[src/pprr_pkg.sv]
// Shared constants for the row repair model: commands, register fields,
// timing counts at the 10 MHz command clock.
// Assumes a single clock domain shared by both ends.
package pprr_pkg;
  localparam int unsigned CLK_MHZ          = 10;
  localparam int unsigned CLK_PERIOD_NS    = 100;
  // Fuse programming time in ms, latch time in ns, settle time in us
  localparam int unsigned FUSE_PGM_MS      = 1000;
  localparam int unsigned LATCH_NS         = 15;
  localparam int unsigned SETTLE_US        = 50;
  localparam int unsigned MODE_WR_NS       = 200;
  localparam int unsigned FUSE_PGM_CYC     = FUSE_PGM_MS * 1000 * CLK_MHZ;
  localparam int unsigned LATCH_CYC        =
    (LATCH_NS + CLK_PERIOD_NS - 1) / CLK_PERIOD_NS;
  localparam int unsigned SETTLE_CYC       = SETTLE_US * CLK_MHZ;
  localparam int unsigned MODE_WR_CYC      =
    (MODE_WR_NS + CLK_PERIOD_NS - 1) / CLK_PERIOD_NS;
  // Mode register addresses and fields
  localparam logic [7:0] REFRESH_REPAIR_MODE_REG = 8'h04;
  localparam logic [7:0] REPAIR_AVAILABILITY_REG = 8'h19;
  localparam int unsigned REPAIR_ENABLE_BIT      = 4;
  localparam logic [7:0] REPAIR_AVAIL_RESET      = 8'h00;
  localparam logic [7:0] REFRESH_REPAIR_RESET    = 8'h00;
  localparam int unsigned BANKS      = 8;
  localparam int unsigned BANK_W     = 3;
  localparam int unsigned ROW_W      = 14;
  localparam int unsigned CNT_W      = 32;
  typedef enum logic [2:0] {
    PPRR_CMD_NOP = 3'h0,
    PPRR_CMD_ACT = 3'h1,
    PPRR_CMD_PRE = 3'h2,
    PPRR_CMD_MRW = 3'h3,
    PPRR_CMD_MRR = 3'h4,
    PPRR_CMD_REF = 3'h5
  } pprr_cmd_type;
endpackage

[src/pprr_if.sv]
// Command link between memory controller and memory die.
// Assumes both ends run on the same clock.
`timescale 1ns/1ps
`default_nettype none
interface pprr_if;
  import pprr_pkg::*;
  pprr_cmd_type      cmd;
  logic              cmd_valid;
  logic [BANK_W-1:0] bank;
  logic [ROW_W-1:0]  row;
  logic [7:0]        mr_addr;
  logic [7:0]        mr_data;
  logic [7:0]        rd_data;
  logic              rd_valid;
  logic              ready;
  modport ctrl (output cmd, cmd_valid, bank, row, mr_addr, mr_data,
                input rd_data, rd_valid, ready);
  modport die  (input cmd, cmd_valid, bank, row, mr_addr, mr_data,
                output rd_data, rd_valid, ready);
endinterface
`default_nettype wire

[src/pprr_die.sv]
// Memory die end of the row repair link: mode registers, repair fuses.
// Assumes the controller keeps its own ordering and waiting obligations.
// Misordered commands are not refused; extra activates and commands offered while fusing raise
// a sticky error flag, so whoever drives the link can see that it broke the order.
// Fuse bits only ever set; arst_n stands in for power-up and clears them.
// Ready is combinational from the state register alone.
//
// Contract
// - Availability readable as 8-bit read-only register
// - At most one repaired row per bank
// - Programmed fuse never returns to unprogrammed
// - Controller guards against accidental repair entry
// - Controller precharges all banks before enable; here it only starts when banks_idle is high
// - Controller sets enable bit, waits mode delay
// - Controller activates failing row in repair mode
// - Activate then at least programming time wait
// - No commands during programming interval
// - Precharge then at least 15 ns latch
// - Controller clears enable bit to exit
// - Commands accepted only after 50 us settle
// - Controller repeats sequence per failing address
// - One row per die per sequence
// - Controller runs reset procedure afterwards; here it only raises need_reset
// - No refresh during repair, contents lost
// - Host may verify by write and read
`timescale 1ns/1ps
`default_nettype none
module pprr_die
  import pprr_pkg::*;
#(
  parameter logic [7:0]  AVAIL_CODE = 8'h01,  // Arbitrary capability code
  parameter int unsigned PGM_CYC    = FUSE_PGM_CYC,
  parameter int unsigned SETTLE     = SETTLE_CYC
) (
  input  wire logic              clk,
  input  wire logic              arst_n,
  pprr_if.die                    lnk,
  output logic [BANKS-1:0]       fuse_used,
  output logic [BANKS*ROW_W-1:0] fuse_rows,
  output logic                   repair_busy,
  output logic                   contents_lost,
  output logic                   repair_error
);
  typedef enum logic [2:0] {
    PPRR_IDLE   = 3'b000,
    PPRR_EN     = 3'b001,
    PPRR_PGM    = 3'b011,
    PPRR_WAITPR = 3'b010,
    PPRR_LATCH  = 3'b110,
    PPRR_DONE   = 3'b111,
    PPRR_SETTLE = 3'b101
  } pprr_st_type;

  typedef struct packed {
    pprr_st_type             st;
    logic [7:0]              mr4;
    logic [CNT_W-1:0]        cnt;
    logic [BANK_W-1:0]       tbank;
    logic [ROW_W-1:0]        trow;
    logic                    seq_used;
    logic [BANKS-1:0]        used;
    logic [BANKS*ROW_W-1:0]  rows;
    logic [7:0]              rd;
    logic                    rdv;
    logic                    lost;
    logic                    err;
  } pprr_die_type;

  pprr_die_type s_r, s_nxt;
  logic acc;

  // A command is taken when offered while ready
  assign acc = lnk.cmd_valid && lnk.ready;

  // Next state of mode registers and repair sequencer
  always_comb begin
    s_nxt     = s_r;
    s_nxt.rdv = 1'b0;
    if (s_r.cnt != '0) begin
      s_nxt.cnt = s_r.cnt - 1'b1;
    end
    if (acc && lnk.cmd == PPRR_CMD_MRR) begin
      s_nxt.rdv = 1'b1;
      if (lnk.mr_addr == REPAIR_AVAILABILITY_REG) begin
        s_nxt.rd = AVAIL_CODE;
      end else if (lnk.mr_addr == REFRESH_REPAIR_MODE_REG) begin
        s_nxt.rd = s_r.mr4;
      end else begin
        s_nxt.rd = 8'h00;
      end
    end
    // Only the repair mode register takes writes
    if (acc && lnk.cmd == PPRR_CMD_MRW &&
        lnk.mr_addr == REFRESH_REPAIR_MODE_REG) begin
      s_nxt.mr4 = lnk.mr_data;
    end
    case (s_r.st)
      PPRR_IDLE: begin
        // activate outside repair mode programs nothing
        if (s_nxt.mr4[REPAIR_ENABLE_BIT]) begin
          s_nxt.st       = PPRR_EN;
          s_nxt.seq_used = 1'b0;
        end
      end
      PPRR_EN: begin
        // Exit before any activate goes straight to settle
        if (!s_nxt.mr4[REPAIR_ENABLE_BIT]) begin
          s_nxt.st  = PPRR_SETTLE;
          s_nxt.cnt = CNT_W'(SETTLE);
        end else if (acc && lnk.cmd == PPRR_CMD_ACT) begin
          if (s_r.seq_used) begin
            s_nxt.err = 1'b1;
          end else begin
            s_nxt.st       = PPRR_PGM;
            s_nxt.tbank    = lnk.bank;
            s_nxt.trow     = lnk.row;
            s_nxt.seq_used = 1'b1;
            s_nxt.lost     = 1'b1;
            s_nxt.cnt      = CNT_W'(PGM_CYC);
          end
        end
      end
      PPRR_PGM: begin
        if (s_r.cnt <= CNT_W'(1)) begin
          s_nxt.st = PPRR_WAITPR;
        end
        // any command other than NOP offered while fusing is an error
        if (lnk.cmd_valid && lnk.cmd != PPRR_CMD_NOP) begin
          s_nxt.err = 1'b1;
        end
      end
      PPRR_WAITPR: begin
        if (acc && lnk.cmd == PPRR_CMD_PRE) begin
          s_nxt.st  = PPRR_LATCH;
          s_nxt.cnt = CNT_W'(LATCH_CYC);
        // a second row in one sequence is taken but only raises the error flag
        end else if (acc && lnk.cmd == PPRR_CMD_ACT) begin
          s_nxt.err = 1'b1;
        end
      end
      PPRR_LATCH: begin
        if (s_r.cnt <= CNT_W'(1)) begin
          s_nxt.st = PPRR_DONE;
          // one row per bank; fuses only set
          if (s_r.used[s_r.tbank]) begin
            s_nxt.err = 1'b1;
          end else begin
            s_nxt.used[s_r.tbank] = 1'b1;
            s_nxt.rows[s_r.tbank*ROW_W +: ROW_W] = s_r.trow;
          end
        end
      end
      PPRR_DONE: begin
        if (!s_nxt.mr4[REPAIR_ENABLE_BIT]) begin
          s_nxt.st  = PPRR_SETTLE;
          s_nxt.cnt = CNT_W'(SETTLE);
        // used sequence: a further activate is taken but only raises the error flag
        end else if (acc && lnk.cmd == PPRR_CMD_ACT && s_r.seq_used) begin
          s_nxt.err = 1'b1;
        end
      end
      PPRR_SETTLE: begin
        // settle before commands
        // Offered commands wait here, ready stays low
        if (s_r.cnt <= CNT_W'(1)) begin
          s_nxt.st = PPRR_IDLE;
        end
      end
      default: s_nxt.st = PPRR_IDLE;
    endcase
  end

  // State register; fuses persist across everything but power-up reset
  always_ff @(posedge clk or negedge arst_n) begin
    if (!arst_n) begin
      s_r <= '{st: PPRR_IDLE, mr4: REFRESH_REPAIR_RESET, cnt: '0,
               tbank: '0, trow: '0, seq_used: 1'b0, used: '0,
               rows: '0, rd: 8'h00, rdv: 1'b0, lost: 1'b0, err: 1'b0};
    end else begin
      s_r <= s_nxt;
    end
  end

  assign lnk.ready   = (s_r.st != PPRR_PGM) && (s_r.st != PPRR_LATCH) &&
                       (s_r.st != PPRR_SETTLE);

  // Read answer straight from its registers
  assign lnk.rd_data  = s_r.rd;
  assign lnk.rd_valid = s_r.rdv;

  // Per-bank fuse view, one slice per bank
  for (genvar g = 0; g < BANKS; g++) begin : g_fuse
    assign fuse_used[g]                = s_r.used[g];
    assign fuse_rows[g*ROW_W +: ROW_W] = s_r.rows[g*ROW_W +: ROW_W];
  end

  // Status flags
  assign repair_busy   = (s_r.st != PPRR_IDLE);
  assign contents_lost = s_r.lost;
  assign repair_error  = s_r.err;
endmodule
`default_nettype wire

[src/flat_wrapper.sv]
// flat-port wrapper written by rule: the top's interface ports become plain ports
module pprr_die_flat import pprr_pkg::*;
#(
  parameter logic [7:0]  AVAIL_CODE = 8'h01,                              
  parameter int unsigned PGM_CYC    = FUSE_PGM_CYC,
  parameter int unsigned SETTLE     = SETTLE_CYC
)
  (clk, arst_n, fuse_used, fuse_rows, repair_busy, contents_lost, repair_error, lnk_cmd, lnk_cmd_valid, lnk_bank, lnk_row, lnk_mr_addr, lnk_mr_data, lnk_rd_data, lnk_rd_valid, lnk_ready);
  pprr_if lnk_i ();
  input  wire logic clk;
  input  wire logic arst_n;
  output logic [BANKS-1:0] fuse_used;
  output logic [BANKS*ROW_W-1:0] fuse_rows;
  output logic repair_busy;
  output logic contents_lost;
  output logic repair_error;
  input wire logic [$bits(lnk_i.cmd)-1:0] lnk_cmd;
  input wire logic [$bits(lnk_i.cmd_valid)-1:0] lnk_cmd_valid;
  input wire logic [$bits(lnk_i.bank)-1:0] lnk_bank;
  input wire logic [$bits(lnk_i.row)-1:0] lnk_row;
  input wire logic [$bits(lnk_i.mr_addr)-1:0] lnk_mr_addr;
  input wire logic [$bits(lnk_i.mr_data)-1:0] lnk_mr_data;
  output wire logic [$bits(lnk_i.rd_data)-1:0] lnk_rd_data;
  output wire logic [$bits(lnk_i.rd_valid)-1:0] lnk_rd_valid;
  output wire logic [$bits(lnk_i.ready)-1:0] lnk_ready;
  assign lnk_i.cmd = lnk_cmd;
  assign lnk_i.cmd_valid = lnk_cmd_valid;
  assign lnk_i.bank = lnk_bank;
  assign lnk_i.row = lnk_row;
  assign lnk_i.mr_addr = lnk_mr_addr;
  assign lnk_i.mr_data = lnk_mr_data;
  assign lnk_rd_data = lnk_i.rd_data;
  assign lnk_rd_valid = lnk_i.rd_valid;
  assign lnk_ready = lnk_i.ready;
  pprr_die #(.AVAIL_CODE(AVAIL_CODE), .PGM_CYC(PGM_CYC), .SETTLE(SETTLE)) u_core (.clk(clk), .arst_n(arst_n), .lnk(lnk_i), .fuse_used(fuse_used), .fuse_rows(fuse_rows), .repair_busy(repair_busy), .contents_lost(contents_lost), .repair_error(repair_error));
endmodule
[config.mk]
export PLATFORM = sky130hd
export DESIGN_NAME = pprr_die_flat
export DESIGN_NICKNAME = d
export VERILOG_FILES = /design/src/pprr_pkg.sv /design/src/pprr_if.sv /design/src/pprr_die.sv /design/src/flat_wrapper.sv
export SDC_FILE = /design/constraint.sdc
export NUM_CORES = 1
export LEC_CHECK = 0
export ABC_AREA = 0
export ABC_CLOCK_PERIOD_IN_PS = 9550
export BUFFER_PORTS_ARGS = -buffer_cell sky130_fd_sc_hd__buf_2
export CAP_MARGIN = 20
export CORE_MARGIN = 3
export CORE_UTILIZATION = 64
export CTS_BUF_LIST = sky130_fd_sc_hd__clkbuf_8
export DETAILED_ROUTE_END_ITERATION = 6
export PLACE_DENSITY = 0.88
export RECOVER_POWER = 50
export SYNTH_ARGS = -nofsm -noshare
export SYNTH_HDL_FRONTEND = slang
export SYNTH_SLANG_ARGS = --single-unit
[constraint.sdc]
create_clock -name clk -period 9.55 [get_ports clk]
set_input_delay 0.4775 -clock clk [delete_from_list [all_inputs] [get_ports clk]]
set_output_delay 0.4775 -clock clk [all_outputs]
set_load 0.05 [all_outputs]
Word-level counts from Yosys, hierarchy flattened
Index checks and enable logic that the tools add are counted.
Storage, ports and cells
  flip-flop bits (word level): 192
  input port bits: 39
  output and inout port bits: 133
  logic and storage cells: 118
Cells by class
  equality and inequality tests: 32
  mux-type cells: 40
  bitwise operators: 3
  add/subtract/negate cells: 2
  reduce and logical (&&, ||, !) cells: 22
  $mul: 1
  $lt $le $gt $ge: 3
  shift-type cells: 2
Operator list (count)
  32-bit two-way mux: 4
  112-bit bitwise mux: 1
  14-bit by 34-bit variable shift with 112-bit output (first input constant): 1
  14-bit by 34-bit variable part select with 112-bit output: 1
  50-bit two-way mux: 2
  32-bit case mux with 3 select lines: 1
  7-bit negator with 34-bit output: 1
  32-bit by 1-bit less-or-equal comparator with 1-bit output (second input constant): 1
  32-bit nonzero test: 1
  32-bit by 1-bit subtractor with 32-bit output (second input constant): 1
  3-bit two-way mux: 9
  2-bit by 1-bit != test with 1-bit output (second input constant): 13
  3-bit case mux with 7 select lines: 1
  8-bit two-way mux: 2
  1-bit two-way mux: 15
  3-bit by 2-bit == test with 1-bit output (second input constant): 4
  3-bit == test (second input constant): 4
  3-bit != test (second input constant): 4
  1-bit logical AND: 11
  11-bit AND reduction: 1
  8-bit by 3-bit == test with 1-bit output (second input constant): 1
  8-bit by 5-bit == test with 1-bit output (second input constant): 1
  8-bit bitwise OR: 1
  4-bit AND reduction: 2
  18 further kinds: 22

Logic depth before layout (Yosys ltp)
  depth after elaboration: 9
  gate-level depth with buffers: 14
  gate-level depth less buffers: 13

Worst setup path before layout
Ideal clock, no wire load.
  path kind: register to register
  start: register u_core.s_r[146] (netlist bit)
  end: register u_core.s_r (netlist bit u_core.fuse_rows[10])
  path buffers: 1
  library setup time: 0.125 ns
  arrival: 4.469 ns
  path slack: 4.956 ns
  required time: 9.425 ns
  period minus slack after synthesis: 4.594 ns
  stages on the path, launching flop included: 14
  path through: dfrtp_1 > fa_1 > ha_1 > fa_1 > or4_1 > nor2_1 > ha_1 > clkbuf_1 > a211oi_1 > nor4b_1 > and4_1 > a21oi_1 > nor2_1 > mux2_2
On the way
  cells in the longest elaborated chain, start to end: 4
  elaborated cells on any way between the ends: 9
  those cells by class: add/sub: 1; mul: 1; shift: 2; mux: 3; bitwise: 1; reduce/logical: 1
RTL lines
  start: declaration: line pprr_die.sv:69  | pprr_die_type s_r, s_nxt;
  start signal: assignment: line pprr_die.sv:176  | s_r <= '{st: PPRR_IDLE, mr4: REFRESH_REPAIR_RESET, cnt: '0,
  start signal: assignment: line pprr_die.sv:180  | s_r <= s_nxt;
  3-bit by 3-bit multiplier with 6-bit output or 1-bit binary-select mux with 3-bit select (tied branches): line pprr_die.sv:149, pprr_die.sv:145
  7-bit negator with 34-bit output or 1-bit two-way mux (tied branches): line pprr_die.sv:149, pprr_die.sv:145
  14-bit by 34-bit variable part select with 112-bit output, or another cell as far along: line pprr_die.sv:149  | s_nxt.rows[s_r.tbank*ROW_W +: ROW_W] = s_r.trow;
  112-bit bitwise mux or 3-bit AND reduction (tied branches)
Several ways; a longest one is shown, not always the timed one. The select of a mux whose other input is x is not followed.
A chain may end at the register's enable or synchronous reset.

==> results.yml <==
pwr:
  p_sw_share_pct: 31.9
  ir_drop_v: 0.000129
  pwr-share-seq_pct: 52.3
  power.switching_mw: 0.538
  p_int_mw: 1.15
  clockPowerShare_pct: 31.2
  p_leak_nw: 5.30
  power.density_mw_per_mm2: 144
  p_comb_share_pct: 16.5
  power_mw: 1.69
global_routing:
  use_met1_pct: 39.5
  grtUsageMet3_pct: 4.85
  grt_pass1_wl_um: 46300
  grt_use_met2_pct: 49.2
  grt-ovfl-total: 0
  antenna_found_initial: 0
  busiest_layer: "met2"
  grt_usage_pct: 29.6
  grt_pass1_vias: 8661
  grt_start_max_net_pins: 115
job:
  max_cap_viol_count: 1
setup_path:
  worstSetupPathType: "input port to asynchronous set/reset pin"
  reg2reg_depth: 13
  path_buf_inv: 4
  crit_chain: "dlygate4sd3_1 -> clkbuf_1 -> clkbuf_1 -> buf_4"
  r2r_setup_slack_ps: 3620
  crit_required_ps: 9970
  r2r-end: "u_core.fuse_rows[11]"
  critPathArrivalTime_ps: 6530
  cpLargestDelayFamily: "buffers and inverters"
  crit_slowest_cell: "clkbuf_1"
  critPathMaxFanout: 103
  crit_path_end_kind: "asynchronous set/reset pin"
  r2r_start: "u_core.s_r[146]"
  critPathMaxStageDelay_ps: 3800
  crit_top_cell: "clkbuf_1"
  start_kind: "input port"
yosys:
  synth-edff-count: 0
  synth_cell_type_count: 82
  yosys-top-cells-count: "192 x dfrtp_1, 149 x nand2_1, 128 x buf_4"
  synth-simple-area-share_pct: 16.4
  yosys.area_share.adder_pct: 2.38
  synth_flop_cell: "dfrtp_1"
  ys_top_cells_by_area: "dfrtp_1 42%, buf_4 8.4%, mux2_2 8.4%, nand2_1 4.9%, nor2_1 2.7%"
  synth_mux_area_share_pct: 13.7
  synthXorXnorAreaFrac_pct: 2.91
  synth_seq_area_share_pct: 42.0
  ys_warn_count: 0
  yosysMostFrequentCell: "dfrtp_1"
  netlist_instances: 1168
  syn_area_sq_mm: 0.0114
  synth-seq-cells: 192
  async_flop_share_pct: 100
  yosys.area.top_type_share_pct: 42.0
  synth_compound_area_share_pct: 11.8
  syn_nets: 1227
  synth_top_area_cell: "dfrtp_1"
  avgSynthCellArea_sq_um: 9.80
  synth_top_family_by_area: "simple AND/OR/NAND/NOR gates"
sta:
  worst_pin_slew_ps: 5390
  slew_viol_final: 104
  fin_crit_ps: 6110
  fin_crit_sh_pct: 64.0
  slew-limit-headroom_pct: -260
  setup_viol: 0
  finalWorstSetupSlack_ps: 3440
  rsz0062_at_grt: "false"
  max_freq_ghz: 0.164
  hold_viol: 0
  finalSetupTns_ps: 0
  fin_skew_ps: 17.3
  timing.hold.ws_ps: 220
layout:
  area_growth_pct: 2.61
  nets: 1255
  multi_input_area_sq_mm: 0.00539
  fin_util_pct: 67.4
  drive_above_1_share_pct: 17.1
  regArea_sq_mm: 0.00481
  insertedDiodeCount: 0
  n_fill_cell: 1386
cts:
  cts_tree: "done"
  clk_pin_slew_ps: 100
  cts.path.max_buffers: 2
  cts_setup_buffers: 0
  cts_max_level: 4
  cts_root_buffer: "clkbuf_8"
  cts_buffers: 17
  numClockSinks: 192
  clock_latency_ps: 480
placed_design:
  gp_congestion: 1.01
  dp_hpwl_um: 21000
  portBuffers: 171
  pre_cts_ws_ps: 3790
detailed_routing:
  vias_per_cell: 6.22
  drt_wl_total_um: 28900
  drt-initial-drc-count: 891
  vias: 8915
  antenna_left: 0
  drc_errors: 7
  firstDrtPassIters: 7
  wire_per_inst_um: 20.1
floorplanning:
  io_pins: 172
  die_area_sq_mm: 0.0195
  fp.dieW_um: 140
  die_y_um: 140
  start_util_pct: 65.7
  core_sq_mm: 0.0174
  rows: 48
hold_path:
  min_path_type: "input port to flip-flop"
  worstHoldStart: "lnk_bank[0]"
  min_delay_path_depth: 3
  holdPathEnd: "u_core.s_r[146]"
status:
  violations: "design-rule violations, max-capacitance violations, max-slew violations"
  outcome: "complete, but fails checks"
[state kept, by name (all words and copies together), names as in the netlist]
signal                flops
u_core.lnk.rd_data        8
u_core.s_r               61
u_core.fuse_used          8
u_core.repair_error       1
u_core.lnk.rd_valid       1
u_core.fuse_rows        112
u_core.contents_lost      1
[cells in the final DEF, fill, tap and decap left out, types with 19 or more instances in the layout]
cell type,n
dfrtp_1,191
nand2_1,150
clkbuf_1,133
mux2_2,85
nor2_1,81
o21ai_0,56
a21oi_1,41
buf_2,39
mux2i_1,26
nand3_1,25
xnor2_1,25
inv_1,22
nor3_1,19
[how the worst max path moves through the flow]
stage | from | to | slack [ps] | cells past startpoint
finish | arst_n | u_core.s_r[146] | 3440 | 4
global route | arst_n | u_core.s_r[146] | 2330 | 4
CTS | u_core.s_r[146] | u_core.fuse_rows[11] | 3750 | 13
detailed placement | u_core.s_r[146] | u_core.fuse_rows[9] | 3790 | 13
global placement | u_core.s_r[146] | u_core.fuse_rows[11] | 3970 | 13
floorplan | u_core.s_r[146] | u_core.fuse_rows[10] | 4960 | 13
[per-stage QoR]
| step | instance area (sq um) | std cells |
|---|---|---|
| after CTS | 11900 | 1431 |
| after global routing | 11700 | 1434 |
| after detailed placement | 11500 | 1399 |
| after floorplan | 11400 | 1168 |
| final | 11700 | 1434 |
| after global placement | 11500 | 1399 |
[metal layers]
| metal | vias to the layer above | routed length [um] |
|---|---|---|
| met3 | 83 | 2630 |
| met1 | 4320 | 11400 |
| met5 | - | 0 |
| met2 | 454 | 13900 |
| li1 | 4058 | - |
| met4 | 0 | 974 |
[worst register-to-register path: stages (launching register included)]
cell and delay [ps]:
dfrtp_2 370, buf_4 490, fa_1 510, ha_1 240, fa_1 700, or4_1 590
nor2_1 320, ha_1 410, a211oi_1 420, nor4b_1 780, and4_1 380, a21oi_1 60
nor2_1 170, mux2_2 360
[cells by family (layout without fill, tap and decap cells)]
logic type | after synthesis | count (layout)
xor+xnor | 38 | 38
buf+inv | 198 | 239
simple gates | 377 | 377
flops | 192 | 192
fa+ha+maj | 20 | 20
compound gates | 208 | 208
mux | 135 | 135
[repair_timing]
action | 4_1_cts | 5_1_grt
hold buffers | 0 | 1
resized for setup | 0 | 0
endpoints found under the hold margin | 0 | 11
[final cells by class]
class / count / area share [%]
sequential: 192 / 40.9
tap: 225 / 2.40
multi-input combinational: 778 / 45.9
clock inverter: 15 / 1.30
clock buffer: 17 / 1.99
inverter: 24 / 0.767
timing repair buffer: 183 / 6.67
[power groups by stage]
| stage | registers (mW) | logic (mW) | clock network (mW) |
|---|---|---|---|
| after global routing | 0.890 | 0.310 | 0.565 |
| after CTS | 0.881 | 0.278 | 0.533 |
| final | 0.883 | 0.278 | 0.526 |
| after floorplan | 0.871 | 0.219 | 0 |
| after detailed placement | 0.897 | 0.277 | 0 |
| after global placement | 0.895 | 0.269 | 0 |
(Power assumes the default switching activity.)
